File: src/core/ppi_defines.svh
`ifndef PPI_DEFINES_SVH
`define PPI_DEFINES_SVH
// Port select codes
`define SEL_FIRST 2'b00
`define SEL_SECOND 2'b01
`define SEL_THIRD 2'b10
`define SEL_CTRL 2'b11
// Control word fields
`define CW_MODE_DEF 7
`define CW_A_MODE_HI 6
`define CW_A_MODE_LO 5
`define CW_A_IN 4
`define CW_CU_IN 3
`define CW_B_MODE 2
`define CW_B_IN 1
`define CW_CL_IN 0
`define BSR_IDX_HI 3
`define BSR_IDX_LO 1
`define BSR_VAL 0
// Third port handshake bit positions
`define TP_IRQ_B 0
`define TP_FLAG_B 1
`define TP_LOAD_B 2
`define TP_IRQ_A 3
`define TP_LOAD_A 4
`define TP_INFULL_A 5
`define TP_ACK_A 6
`define TP_OUTFULL_A 7
// Reset values and sizes
`define BYTE_ZERO 8'h00
`define BYTE_ONES 8'hFF
`define SYNC_RESET 37'h1F_FFFF_FFFF
`define FIFO_DEPTH 4
`endif

File: src/core/ppi_pkg.sv
package ppi_pkg;
    typedef enum logic {MODE_BASIC, MODE_STROBED} mode_t;
    typedef struct packed {
        mode_t a_mode;
        logic a_in;
        logic cu_in;
        mode_t b_mode;
        logic b_in;
        logic cl_in;
    } ctrl_t;
    typedef struct packed {
        logic cs_n;
        logic rd_n;
        logic wr_n;
        logic [1:0] sel;
        logic [7:0] data;
        logic [7:0] pa;
        logic [7:0] pb;
        logic [7:0] pc;
    } pins_t;
    typedef struct packed {
        logic [1:0] sel;
        logic [7:0] data;
    } cmd_t;
    typedef struct packed {
        logic [7:0] latch_in;
        logic full;
        logic irq;
        logic mask;
    } group_t;
    typedef struct packed {
        logic [7:0] val;
        logic [7:0] oe_n;
    } drive_t;
    typedef struct packed {
        pins_t s1;
        pins_t s2;
        pins_t s3;
        pins_t filt;
        pins_t prev;
        logic wr_live;
        cmd_t wcmd;
        logic [1:0] rd_sel;
        ctrl_t ctrl;
        logic [7:0] pa_latch;
        logic [7:0] pb_latch;
        logic [7:0] pc_latch;
        group_t [1:0] grp;
        drive_t pa_drv;
        drive_t pb_drv;
        drive_t pc_drv;
        logic [7:0] bus_out;
        logic bus_oe_n;
        logic fifo_full;
    } top_state_t;
endpackage

File: src/core/programmable_parallel_port.sv
// Function
// - Control word location is never read back
// - Reset sets control to basic mode, all 24 lines input
// - Input mode holds until a mode write
// - Group A: first port, upper third nibble
// - Third port latched out, unlatched in
// - Mode write clears all outputs and flags
// - Bit write changes one third-port bit
// - Basic mode direction bits, 1 is input
// - Basic mode: latched out, direct in
// - Request gated by mask, set by bit write
// - Masks cleared by mode write and reset
// - Strobed group: data port plus nibble
// - Low load strobe latches port lines
// - Input full set by strobe, cleared read
// - Input request set, cleared by read fall
// - Input masks: bit 4 and bit 2
// - Output full set by write, cleared ack
// - Output request set, cleared by write fall
// - Output masks: bit 6 and bit 2
// - Select lines pick port or control word
`timescale 1ns/1ps
`include "ppi_defines.svh"

module cmd_fifo #(
    parameter int WIDTH = 10,
    parameter int DEPTH = `FIFO_DEPTH
) (
    // Clock and reset
    input wire logic mclk,
    input wire logic nrst,
    // Fill side
    input wire logic [WIDTH-1:0] in_data,
    input wire logic in_valid,
    output logic in_ready,
    // Drain side
    output logic [WIDTH-1:0] out_data,
    output logic out_valid,
    input wire logic out_ready
);
    // Pointers wrap by overflow, so DEPTH must be a power of two
    localparam int AW = $clog2(DEPTH);
    localparam logic [AW:0] FULL_COUNT = (AW + 1)'(DEPTH);
    typedef struct packed {
        logic [DEPTH-1:0][WIDTH-1:0] mem;
        logic [AW-1:0] wp;
        logic [AW-1:0] rp;
        logic [AW:0] cnt;
    } fifo_state_t;
    fifo_state_t fs_ff;
    fifo_state_t nxt_fs;
    logic push;
    logic pop;

    assign in_ready = fs_ff.cnt != FULL_COUNT;
    assign out_valid = fs_ff.cnt != '0;
    assign out_data = fs_ff.mem[fs_ff.rp];

    always_comb begin
        push = in_valid && in_ready;
        pop = out_valid && out_ready;
        nxt_fs = fs_ff;
        if (push) begin
            nxt_fs.mem[fs_ff.wp] = in_data;
            nxt_fs.wp = fs_ff.wp + 1'b1;
        end
        if (pop) begin
            nxt_fs.rp = fs_ff.rp + 1'b1;
        end
        if (push && !pop) begin
            nxt_fs.cnt = fs_ff.cnt + 1'b1;
        end else if (pop && !push) begin
            nxt_fs.cnt = fs_ff.cnt - 1'b1;
        end
    end

    always_ff @(posedge mclk or negedge nrst) begin
        if (!nrst) begin
            fs_ff <= '0;
        end else begin
            fs_ff <= nxt_fs;
        end
    end
endmodule

////////////////////////////////////////////////////////////////////////////////

module programmable_parallel_port (
    // Clock and reset
    input wire logic mclk,
    input wire logic nrst,
    // Host bus
    input wire logic cs_n,
    input wire logic rd_n,
    input wire logic wr_n,
    input wire logic [1:0] port_select_lines,
    input wire logic [7:0] host_bus_lines_in,
    output logic [7:0] host_bus_lines_out,
    output logic host_bus_lines_oe_n,
    // First port
    input wire logic [7:0] first_port_lines_in,
    output logic [7:0] first_port_lines_out,
    output logic [7:0] first_port_lines_oe_n,
    // Second port
    input wire logic [7:0] second_port_lines_in,
    output logic [7:0] second_port_lines_out,
    output logic [7:0] second_port_lines_oe_n,
    // Third port
    input wire logic [7:0] third_port_lines_in,
    output logic [7:0] third_port_lines_out,
    output logic [7:0] third_port_lines_oe_n,
    // Write buffer status
    output logic cmd_fifo_full
);
    localparam ppi_pkg::top_state_t RESET_ST = '{
        s1: `SYNC_RESET,
        s2: `SYNC_RESET,
        s3: `SYNC_RESET,
        filt: `SYNC_RESET,
        prev: `SYNC_RESET,
        wr_live: 1'b0,
        wcmd: '0,
        rd_sel: `SEL_FIRST,
        ctrl: '{a_mode: ppi_pkg::MODE_BASIC, a_in: 1'b1, cu_in: 1'b1,
                b_mode: ppi_pkg::MODE_BASIC, b_in: 1'b1, cl_in: 1'b1},
        pa_latch: `BYTE_ZERO,
        pb_latch: `BYTE_ZERO,
        pc_latch: `BYTE_ZERO,
        grp: '0,
        pa_drv: '{val: `BYTE_ZERO, oe_n: `BYTE_ONES},
        pb_drv: '{val: `BYTE_ZERO, oe_n: `BYTE_ONES},
        pc_drv: '{val: `BYTE_ZERO, oe_n: `BYTE_ONES},
        bus_out: `BYTE_ZERO,
        bus_oe_n: 1'b1,
        fifo_full: 1'b0
    };

    ppi_pkg::top_state_t st_ff, nxt_st;
    ppi_pkg::pins_t pin_vec, f, p;
    ppi_pkg::cmd_t exec_cmd;
    logic exec_valid, exec_ready, fifo_in_ready;
    logic rd_act, rd_fall, rd_rise, wr_fall, wr_rise;
    logic exec_mode, exec_bsr;
    logic [2:0] bsr_idx;
    logic [7:0] bsr_bit;
    logic [2:0] mask_idx_a;
    logic [1:0] strobed, is_in, stb;

    assign pin_vec = {cs_n, rd_n, wr_n, port_select_lines, host_bus_lines_in,
                      first_port_lines_in, second_port_lines_in, third_port_lines_in};
    assign f = st_ff.filt;
    assign p = st_ff.prev;
    assign rd_act = !f.cs_n && !f.rd_n;
    assign rd_fall = rd_act && p.rd_n;
    assign rd_rise = f.rd_n && !p.rd_n && !p.cs_n;
    assign wr_fall = !f.cs_n && !f.wr_n && p.wr_n;
    assign wr_rise = f.wr_n && !p.wr_n && st_ff.wr_live;
    // Drain stalls during a host read so the byte on the bus stays stable
    assign exec_ready = !rd_act;
    assign exec_mode = exec_valid && exec_ready && exec_cmd.sel == `SEL_CTRL
                       && exec_cmd.data[`CW_MODE_DEF];
    assign exec_bsr = exec_valid && exec_ready && exec_cmd.sel == `SEL_CTRL
                      && !exec_cmd.data[`CW_MODE_DEF];
    assign bsr_idx = exec_cmd.data[`BSR_IDX_HI:`BSR_IDX_LO];
    assign bsr_bit = 8'h01 << bsr_idx;
    assign strobed[0] = st_ff.ctrl.a_mode == ppi_pkg::MODE_STROBED;
    assign strobed[1] = st_ff.ctrl.b_mode == ppi_pkg::MODE_STROBED;
    assign is_in[0] = st_ff.ctrl.a_in;
    assign is_in[1] = st_ff.ctrl.b_in;
    // Group A mask sits on bit 4 for input and bit 6 for output
    assign mask_idx_a = is_in[0] ? 3'(`TP_LOAD_A) : 3'(`TP_ACK_A);
    assign stb[0] = is_in[0] ? f.pc[`TP_LOAD_A] : f.pc[`TP_ACK_A];
    assign stb[1] = f.pc[`TP_LOAD_B];

    cmd_fifo #(
        .WIDTH(10),
        .DEPTH(`FIFO_DEPTH)
    ) u_cmd_fifo (
        .mclk(mclk),
        .nrst(nrst),
        .in_data(st_ff.wcmd),
        .in_valid(wr_rise),
        .in_ready(fifo_in_ready),
        .out_data(exec_cmd),
        .out_valid(exec_valid),
        .out_ready(exec_ready)
    );

    ////////////////////////////////////////////////////////////////////////////

    always_comb begin
        nxt_st = st_ff;
        // Three stage synchroniser, a change counts once stages two and three agree
        nxt_st.s1 = pin_vec;
        nxt_st.s2 = st_ff.s1;
        nxt_st.s3 = st_ff.s2;
        nxt_st.filt = (~(st_ff.s2 ^ st_ff.s3) & st_ff.s3) | ((st_ff.s2 ^ st_ff.s3) & st_ff.filt);
        nxt_st.prev = st_ff.filt;
        // Host strobes, address decode
        if (!f.cs_n && !f.wr_n) begin
            nxt_st.wr_live = 1'b1;
            nxt_st.wcmd = '{sel: f.sel, data: f.data};
        end else if (wr_rise) begin
            nxt_st.wr_live = 1'b0;
        end
        if (rd_fall) begin
            nxt_st.rd_sel = f.sel;
        end
        // Handshake groups; group index equals the data port select code
        for (int g = 0; g < 2; g++) begin
            if (strobed[g] && is_in[g]) begin
                if (rd_rise && st_ff.rd_sel == 2'(g)) begin
                    nxt_st.grp[g].full = 1'b0;
                end
                if (!stb[g]) begin
                    nxt_st.grp[g].full = 1'b1;
                    nxt_st.grp[g].latch_in = (g == 0) ? f.pa : f.pb;
                end
                if (rd_fall && f.sel == 2'(g)) begin
                    nxt_st.grp[g].irq = 1'b0;
                end
                if (stb[g] && nxt_st.grp[g].full && st_ff.grp[g].mask && !(rd_act && f.sel == 2'(g))) begin
                    nxt_st.grp[g].irq = 1'b1;
                end
            end else if (strobed[g]) begin
                if (!stb[g]) begin
                    nxt_st.grp[g].full = 1'b0;
                end
                if (wr_fall && f.sel == 2'(g)) begin
                    nxt_st.grp[g].irq = 1'b0;
                end
                // Full is set only when the queued write executes, so hold off until the queue drains
                if (stb[g] && !st_ff.grp[g].full && st_ff.grp[g].mask && !wr_rise && !exec_valid
                    && !(!f.cs_n && !f.wr_n && f.sel == 2'(g))) begin
                    nxt_st.grp[g].irq = 1'b1;
                end
            end
        end
        // Buffered writes executed in order
        if (exec_valid && exec_ready) begin
            unique case (exec_cmd.sel)
                `SEL_FIRST: begin
                    nxt_st.pa_latch = exec_cmd.data;
                    if (strobed[0] && !is_in[0]) begin
                        nxt_st.grp[0].full = 1'b1;
                    end
                end
                `SEL_SECOND: begin
                    nxt_st.pb_latch = exec_cmd.data;
                    if (strobed[1] && !is_in[1]) begin
                        nxt_st.grp[1].full = 1'b1;
                    end
                end
                `SEL_THIRD: begin
                    nxt_st.pc_latch = exec_cmd.data;
                end
                `SEL_CTRL: begin
                    if (exec_cmd.data[`CW_MODE_DEF]) begin
                        nxt_st.ctrl.a_mode = (exec_cmd.data[`CW_A_MODE_HI:`CW_A_MODE_LO] != 2'b00)
                                             ? ppi_pkg::MODE_STROBED : ppi_pkg::MODE_BASIC;
                        nxt_st.ctrl.a_in = exec_cmd.data[`CW_A_IN];
                        nxt_st.ctrl.cu_in = exec_cmd.data[`CW_CU_IN];
                        nxt_st.ctrl.b_mode = exec_cmd.data[`CW_B_MODE]
                                             ? ppi_pkg::MODE_STROBED : ppi_pkg::MODE_BASIC;
                        nxt_st.ctrl.b_in = exec_cmd.data[`CW_B_IN];
                        nxt_st.ctrl.cl_in = exec_cmd.data[`CW_CL_IN];
                        nxt_st.pa_latch = `BYTE_ZERO;
                        nxt_st.pb_latch = `BYTE_ZERO;
                        nxt_st.pc_latch = `BYTE_ZERO;
                        nxt_st.grp = '0;
                    end else begin
                        nxt_st.pc_latch[bsr_idx] = exec_cmd.data[`BSR_VAL];
                        if (bsr_idx == mask_idx_a) begin
                            nxt_st.grp[0].mask = exec_cmd.data[`BSR_VAL];
                        end
                        if (bsr_idx == 3'(`TP_LOAD_B)) begin
                            nxt_st.grp[1].mask = exec_cmd.data[`BSR_VAL];
                        end
                    end
                end
            endcase
        end
        // Pin drivers follow the new state
        nxt_st.pa_drv.val = nxt_st.pa_latch;
        nxt_st.pa_drv.oe_n = {8{nxt_st.ctrl.a_in}};
        nxt_st.pb_drv.val = nxt_st.pb_latch;
        nxt_st.pb_drv.oe_n = {8{nxt_st.ctrl.b_in}};
        nxt_st.pc_drv.val = nxt_st.pc_latch;
        nxt_st.pc_drv.oe_n = {{4{nxt_st.ctrl.cu_in}}, {4{nxt_st.ctrl.cl_in}}};
        if (nxt_st.ctrl.a_mode == ppi_pkg::MODE_STROBED) begin
            nxt_st.pc_drv.val[`TP_IRQ_A] = nxt_st.grp[0].irq && nxt_st.grp[0].mask;
            nxt_st.pc_drv.oe_n[`TP_IRQ_A] = 1'b0;
            if (nxt_st.ctrl.a_in) begin
                nxt_st.pc_drv.oe_n[`TP_LOAD_A] = 1'b1;
                nxt_st.pc_drv.val[`TP_INFULL_A] = nxt_st.grp[0].full;
                nxt_st.pc_drv.oe_n[`TP_INFULL_A] = 1'b0;
            end else begin
                nxt_st.pc_drv.oe_n[`TP_ACK_A] = 1'b1;
                nxt_st.pc_drv.val[`TP_OUTFULL_A] = !nxt_st.grp[0].full;
                nxt_st.pc_drv.oe_n[`TP_OUTFULL_A] = 1'b0;
            end
        end
        if (nxt_st.ctrl.b_mode == ppi_pkg::MODE_STROBED) begin
            nxt_st.pc_drv.val[`TP_IRQ_B] = nxt_st.grp[1].irq && nxt_st.grp[1].mask;
            nxt_st.pc_drv.oe_n[`TP_IRQ_B] = 1'b0;
            nxt_st.pc_drv.val[`TP_FLAG_B] = nxt_st.ctrl.b_in ? nxt_st.grp[1].full : !nxt_st.grp[1].full;
            nxt_st.pc_drv.oe_n[`TP_FLAG_B] = 1'b0;
            nxt_st.pc_drv.oe_n[`TP_LOAD_B] = 1'b1;
        end
        // Read path
        unique case (f.sel)
            `SEL_FIRST: begin
                nxt_st.bus_out = !is_in[0] ? st_ff.pa_latch : (strobed[0] ? st_ff.grp[0].latch_in : f.pa);
            end
            `SEL_SECOND: begin
                nxt_st.bus_out = !is_in[1] ? st_ff.pb_latch : (strobed[1] ? st_ff.grp[1].latch_in : f.pb);
            end
            `SEL_THIRD: begin
                // Input bits pass unlatched, driven bits read back their own value
                nxt_st.bus_out = (st_ff.pc_drv.val & ~st_ff.pc_drv.oe_n) | (f.pc & st_ff.pc_drv.oe_n);
            end
            `SEL_CTRL: begin
                nxt_st.bus_out = `BYTE_ZERO;
            end
        endcase
        nxt_st.bus_oe_n = !(rd_act && f.sel != `SEL_CTRL);
        // A write arriving while the buffer is full is dropped
        nxt_st.fifo_full = !fifo_in_ready;
    end

    always_ff @(posedge mclk or negedge nrst) begin
        if (!nrst) begin
            st_ff <= RESET_ST;
        end else begin
            st_ff <= nxt_st;
        end
    end

    assign host_bus_lines_out = st_ff.bus_out;
    assign host_bus_lines_oe_n = st_ff.bus_oe_n;
    assign first_port_lines_out = st_ff.pa_drv.val;
    assign first_port_lines_oe_n = st_ff.pa_drv.oe_n;
    assign second_port_lines_out = st_ff.pb_drv.val;
    assign second_port_lines_oe_n = st_ff.pb_drv.oe_n;
    assign third_port_lines_out = st_ff.pc_drv.val;
    assign third_port_lines_oe_n = st_ff.pc_drv.oe_n;
    assign cmd_fifo_full = st_ff.fifo_full;
endmodule

File: config.mk
export PLATFORM = sky130hd
export DESIGN_NAME = programmable_parallel_port
export DESIGN_NICKNAME = d
export VERILOG_FILES = /design/src/core/ppi_pkg.sv /design/src/core/programmable_parallel_port.sv
export VERILOG_INCLUDE_DIRS = /design/src /design/src/core
export SDC_FILE = /design/constraint.sdc
export NUM_CORES = 1
export LEC_CHECK = 0
export BUFFER_PORTS_ARGS = -buffer_cell sky130_fd_sc_hd__buf_2
export CAP_MARGIN = 20
export CORE_MARGIN = 4
export CORE_UTILIZATION = 35
export DETAILED_ROUTE_END_ITERATION = 7
export PLACE_DENSITY = 0.5
export SLEW_MARGIN = 10
export SYNTH_ARGS = -nofsm -noshare
export SYNTH_HDL_FRONTEND = slang
export SYNTH_SLANG_ARGS = --single-unit
export TNS_END_PERCENT = 50
File: constraint.sdc
create_clock -name mclk -period 5.2 [get_ports mclk]
set_clock_uncertainty 0.2 [all_clocks]
set_input_delay 0.52 -clock mclk [delete_from_list [all_inputs] [get_ports mclk]]
set_output_delay 0.52 -clock mclk [all_outputs]
set_load 0.1 [all_outputs]
* Word level (Yosys, flattened, before mapping)
Cells that the tools add are included.
** Cells by class
- Add/sub/neg operators :: 4
- Magnitude comparators :: 5
- Equal/unequal tests :: 12
- Multiplexer cells :: 74
- Bitwise logic cells :: 9
- Reductions and logical operators :: 81
** Operators with widths (number)
- AND 37 bit :: 2
- 2-to-1 mux 8 bit :: 8
- 2-to-1 mux 52 bit :: 1
- 2-to-1 mux 10 bit :: 5
- case mux 8 bit (2 select lines) :: 3
- logical AND 1 bit :: 47
- bitwise mux 40 bit :: 1
- NOT 37 bit :: 1
- OR 37 bit :: 1
- XOR 37 bit :: 1
- 2-to-1 mux 9 bit :: 4
- case mux 8 bit (4 select lines) :: 1
- 2-to-1 mux 1 bit :: 30
- zero test 1 bit :: 23
- 2-to-1 mux 22 bit :: 1
- binary-select mux 10 bit (select 2 bit) :: 1
- demux 10 bit (select 2 bit) :: 1
- 2-to-1 mux 2 bit :: 9
- AND 8 bit :: 2
- nonzero test 2 bit :: 5
- 2-to-1 mux 3 bit :: 3
- bitwise mux 8 bit :: 1
- == test 2 bit, second input constant :: 4
- NOT 8 bit :: 1
- other kinds (20) :: 29
** Storage, ports and cells
- Register bits :: 291
- Input port bits :: 39
- Output and inout bits :: 58
- Logic and storage cells :: 255

* Logic depth before layout (Yosys ltp)
- Word-level depth :: 18
- Gate-level depth with buffers :: 10
- Gate-level depth less buffers :: 8

* Modules after synthesis
From an unflattened synthesis, not the netlist that was laid out.
** Second synthesis, totals
- Cell total of the unflattened synthesis :: 816
- Area, all modules :: 11553.6 um^2
** By module, submodules not included
- programmable_parallel_port :: times used 1, cells each 684, area each 9237.6 um^2
- cmd_fifo :: times used 1, cells each 132, area each 2316.0 um^2

* Least setup slack after synthesis
No wires, ideal clock.
- Path type :: register to register
- Start point :: register u_cmd_fifo.fs_ff[3] (netlist bit)
- End point :: register st_ff (netlist bit third_port_lines_out[5])
- Arrival time :: 2566 ps
- Data required time :: 4875 ps
- Setup slack :: 2310 ps
- Cell stages (with the launch flop) :: 9
- Path buffers :: 2
- Clock period less this slack :: 2890 ps
- Cell sequence :: dfrtp_1 -> buf_6 -> mux4_1 -> ha_1 -> clkbuf_1 -> o21ai_1 -> nor2_1 -> a221o_1 -> mux2_2
** RTL lines
- start: declaration :: line programmable_parallel_port.sv:50 : fifo_state_t fs_ff;
- start signal: assignment :: line programmable_parallel_port.sv:81 : fs_ff <= nxt_fs;
- end signal: assignment :: line programmable_parallel_port.sv:335 : st_ff <= nxt_st;
- end: declaration :: line programmable_parallel_port.sv:138 : ppi_pkg::top_state_t st_ff, nxt_st;

==> flow_summary.toml <==
[synth]
synth.largest_area_cell = "dfstp_2"
synthesis.nets = 861
synth_most_common_cell = "dfstp_2"
synth-edff-count = 0
synth_area_leaders = "dfstp_2, dfrtp_1, mux2_2, buf_4, maj3_1"
synth_area_mm2 = 0.0113
synth-seq-area-share = 0.652
synth_ff_type = "dfstp_2"
async_reset_ff_frac = 1.00
ys_ff_latch = 285
synth_common_cells = "dfstp_2, dfrtp_1, mux2_2, nand2_1, buf_4"
synth_top_cell_area_share = 0.380
netlist-cell-type-count = 64
yosys_warnings = 0
syn_inst = 812
avgSynthCellArea_um2 = 13.9

[power_and_ir_drop]
p_int_mw = 5.05
switching_share = 0.383
ir_drop_mv = 0.257
p_sw_mw = 3.13
powerDensity_mw_per_mm2 = 617
p_clk_frac = 0.279
leakage_nw = 5.70
seqPwrFrac = 0.381
combinationalPowerShare = 0.340

[worst_setup_path]
worst_setup_path_start_kind = "register"
reg2reg_to = "third_port_lines_out[5]$_DFF_PN0_"
crit_required_ns = 5.43
crit_chain = "mux4_1 > ha_1 > o21ai_1 > nor2_1 > a221o_1 > mux2_2"
rrSetupSlack_ns = 1.71
critical_path_peak_fanout = 21
crit_type = "reg -> reg"
timing.rr.start = "u_cmd_fifo.fs_ff[3]$_DFFE_PN0P_"
cp.arrival_ns = 3.72
cpPeakStageDelay_ns = 0.75
cp_slowest_cell = "dfrtp_1"
end_kind = "register"
reg2reg_depth = 6

[grt]
grt-ovfl-total = 0
antenna_found_initial = 0
grt_pass1_vias = 6644
grt_pass1_wl_um = 38200
grt_max_degree = 116
grt_usage = 0.134

[cts]
clk_path_buf_depth = 3
post-cts-setup-buffer-count = 0
cts_resized = 0
numCtsBuffers = 31
clkSinkCount = 285
clockRootBuffer = "clkbuf_16"
cts_tree = "done"
htreeDepth = 1
cts.clk_slew.worst_paths_ns = 0.06
insertion_delay_ns = 0.55

[final_layout]
fin_nets = 952
syn_to_final_growth_pct = 17.7
final_util = 0.419
diodes = 0
drive_above_1_share = 0.438
multi_input_area_mm2 = 0.00331
regArea_mm2 = 0.00734
fillers = 2958

[place]
place.gp.congestion = 0.805
dp.final_hpwl_um = 15300
port_buffers = 96

[floorplanning]
die_w_um = 187
floorplan.io_pins = 97
die_area_mm2 = 0.0351
num_rows = 65
core_mm2 = 0.0316
die_height_um = 187
start_util = 0.356

[sta]
period_needed_ns = 3.49
setup_viol = 0
timing.final.crit_share = 0.671
tightestPinTransition_ns = 0.885
maxSlewViolCount = 0
setup-tns-final_ns = 0
max_slew_margin = 0.410
fmax_mhz = 287
rsz0062_at_grt = "no"
hold_viol = 0

[detailed_routing]
vias_per_cell = 4.76
wl_per_cell_um = 17.5
initialDrtViolationCount = 261
drt.antenna.violating_nets = 0
num_vias = 6327
drt-pass1-iter-count = 4
route.detailed.drc = 0
wl_um = 23200

[hold_path]
min_from = "nxt_st[241]$_DFF_PN1_"
hp-class = "reg -> reg"
worstHoldEndpoint = "nxt_st[204]$_DFF_PN1_"
min_path_cells = 0

[run]
max_cap_viol_count = 0

[outcome]
status = "complete, no violations"
[power groups by stage]
stage,Clock [mW],Sequential (mW),Combinational [mW]
after floorplan,0,2.98,2.45
after global placement,0,3.15,2.76
after detailed placement,0,3.15,2.78
after CTS,2.37,3.12,2.80
after global routing,2.47,3.18,2.99
final,2.28,3.11,2.78
[metal layers]
| metal | track usage | share of wire | vias up |
|---|---|---|---|
| met5 | 0 | 0 | - |
| met4 | 0.0469 | 0.034 | 0 |
| met3 | 0.0263 | 0.043 | 48 |
| met2 | 0.203 | 0.45 | 136 |
| met1 | 0.192 | 0.48 | 3201 |
| li1 | - | - | 2942 |
[area by class of cell]
type	instances	share of cell area
flip-flops and latches	285	0.553
clock buffers	46	0.0745
multi-input cells	425	0.250
clock inverters	11	0.00868
well taps	402	0.0379
inverters	21	0.00595
repair buffers	139	0.0695
[logic make-up (layout without fill, tap and decap cells)]
group	count (synthesis)	after routing	share of synthesized area
DFF	285	285	0.652
xor gates and xnor gates	7	7	0.00545
adders and majority gates	47	47	0.0447
AOI/OAI and AO/OA	106	106	0.0579
muxes	111	111	0.119
buffers and inverters	102	217	0.0541
and+or+nand+nor	154	154	0.0669
[cell usage in the layout (no fill, tap or decap), types with 9 or more instances in the layout]
cell	Yosys	layout
a21oi_1	41	41
buf_2	7	95
clkbuf_16	0	35
dfrtp_1	122	122
dfstp_2	163	163
dlygate4sd3_1	0	38
ha_1	9	9
inv_1	20	20
maj3_1	37	37
mux2_2	71	71
mux2i_1	29	29
nand2_1	63	63
nor2_1	35	35
nor2b_1	10	10
o21ai_0	28	28
[through the flow]
stage / total power [mW] / instance area [µm²] / hold WS [ns] / setup slack [ns] / cells
detailed placement: 5.93 / 11800 / 0.147 / 1.69 / 1234
finish: 8.18 / 13300 / 0.143 / 1.71 / 1329
global route: 8.65 / 13300 / 0.154 / 1.42 / 1329
CTS: 8.30 / 13300 / 0.150 / 1.69 / 1329
floorplan: 5.43 / 11300 / 0.0244 / 2.31 / 812
global placement: 5.91 / 11800 / 0.146 / 1.73 / 1234
[worst max-delay path: cells and delay by family, from the launching register on]
kind | cells | cell delay, ns
muxes | 2 | 0.96
and+or+nand+nor | 1 | 0.12
adders and majority gates | 1 | 0.46
AOI/OAI and AO/OA | 2 | 0.87
DFF | 1 | 0.75
[worst max path at each step]
stage / start / endpoint / slack [ns] / depth (start not counted)
finish: u_cmd_fifo.fs_ff[3]$_DFFE_PN0P_ / third_port_lines_out[5]$_DFF_PN0_ / 1.71 / 6
global route: u_cmd_fifo.fs_ff[3]$_DFFE_PN0P_ / third_port_lines_out[5]$_DFF_PN0_ / 1.42 / 8
CTS: u_cmd_fifo.fs_ff[3]$_DFFE_PN0P_ / third_port_lines_out[5]$_DFF_PN0_ / 1.69 / 7
detailed placement: u_cmd_fifo.fs_ff[3]$_DFFE_PN0P_ / third_port_lines_out[5]$_DFF_PN0_ / 1.69 / 7
global placement: u_cmd_fifo.fs_ff[3]$_DFFE_PN0P_ / third_port_lines_out[5]$_DFF_PN0_ / 1.73 / 7
floorplan: u_cmd_fifo.fs_ff[3]$_DFFE_PN0P_ / third_port_lines_out[5]$_DFF_PN0_ / 2.31 / 8
[what timing repair did]
action                                 4_1_cts  5_1_grt
endpoints found under the hold margin      119        0
hold buffers                                38        0
setup endpoints to repair                    0        0
Power figures use the tool's default switching activity.
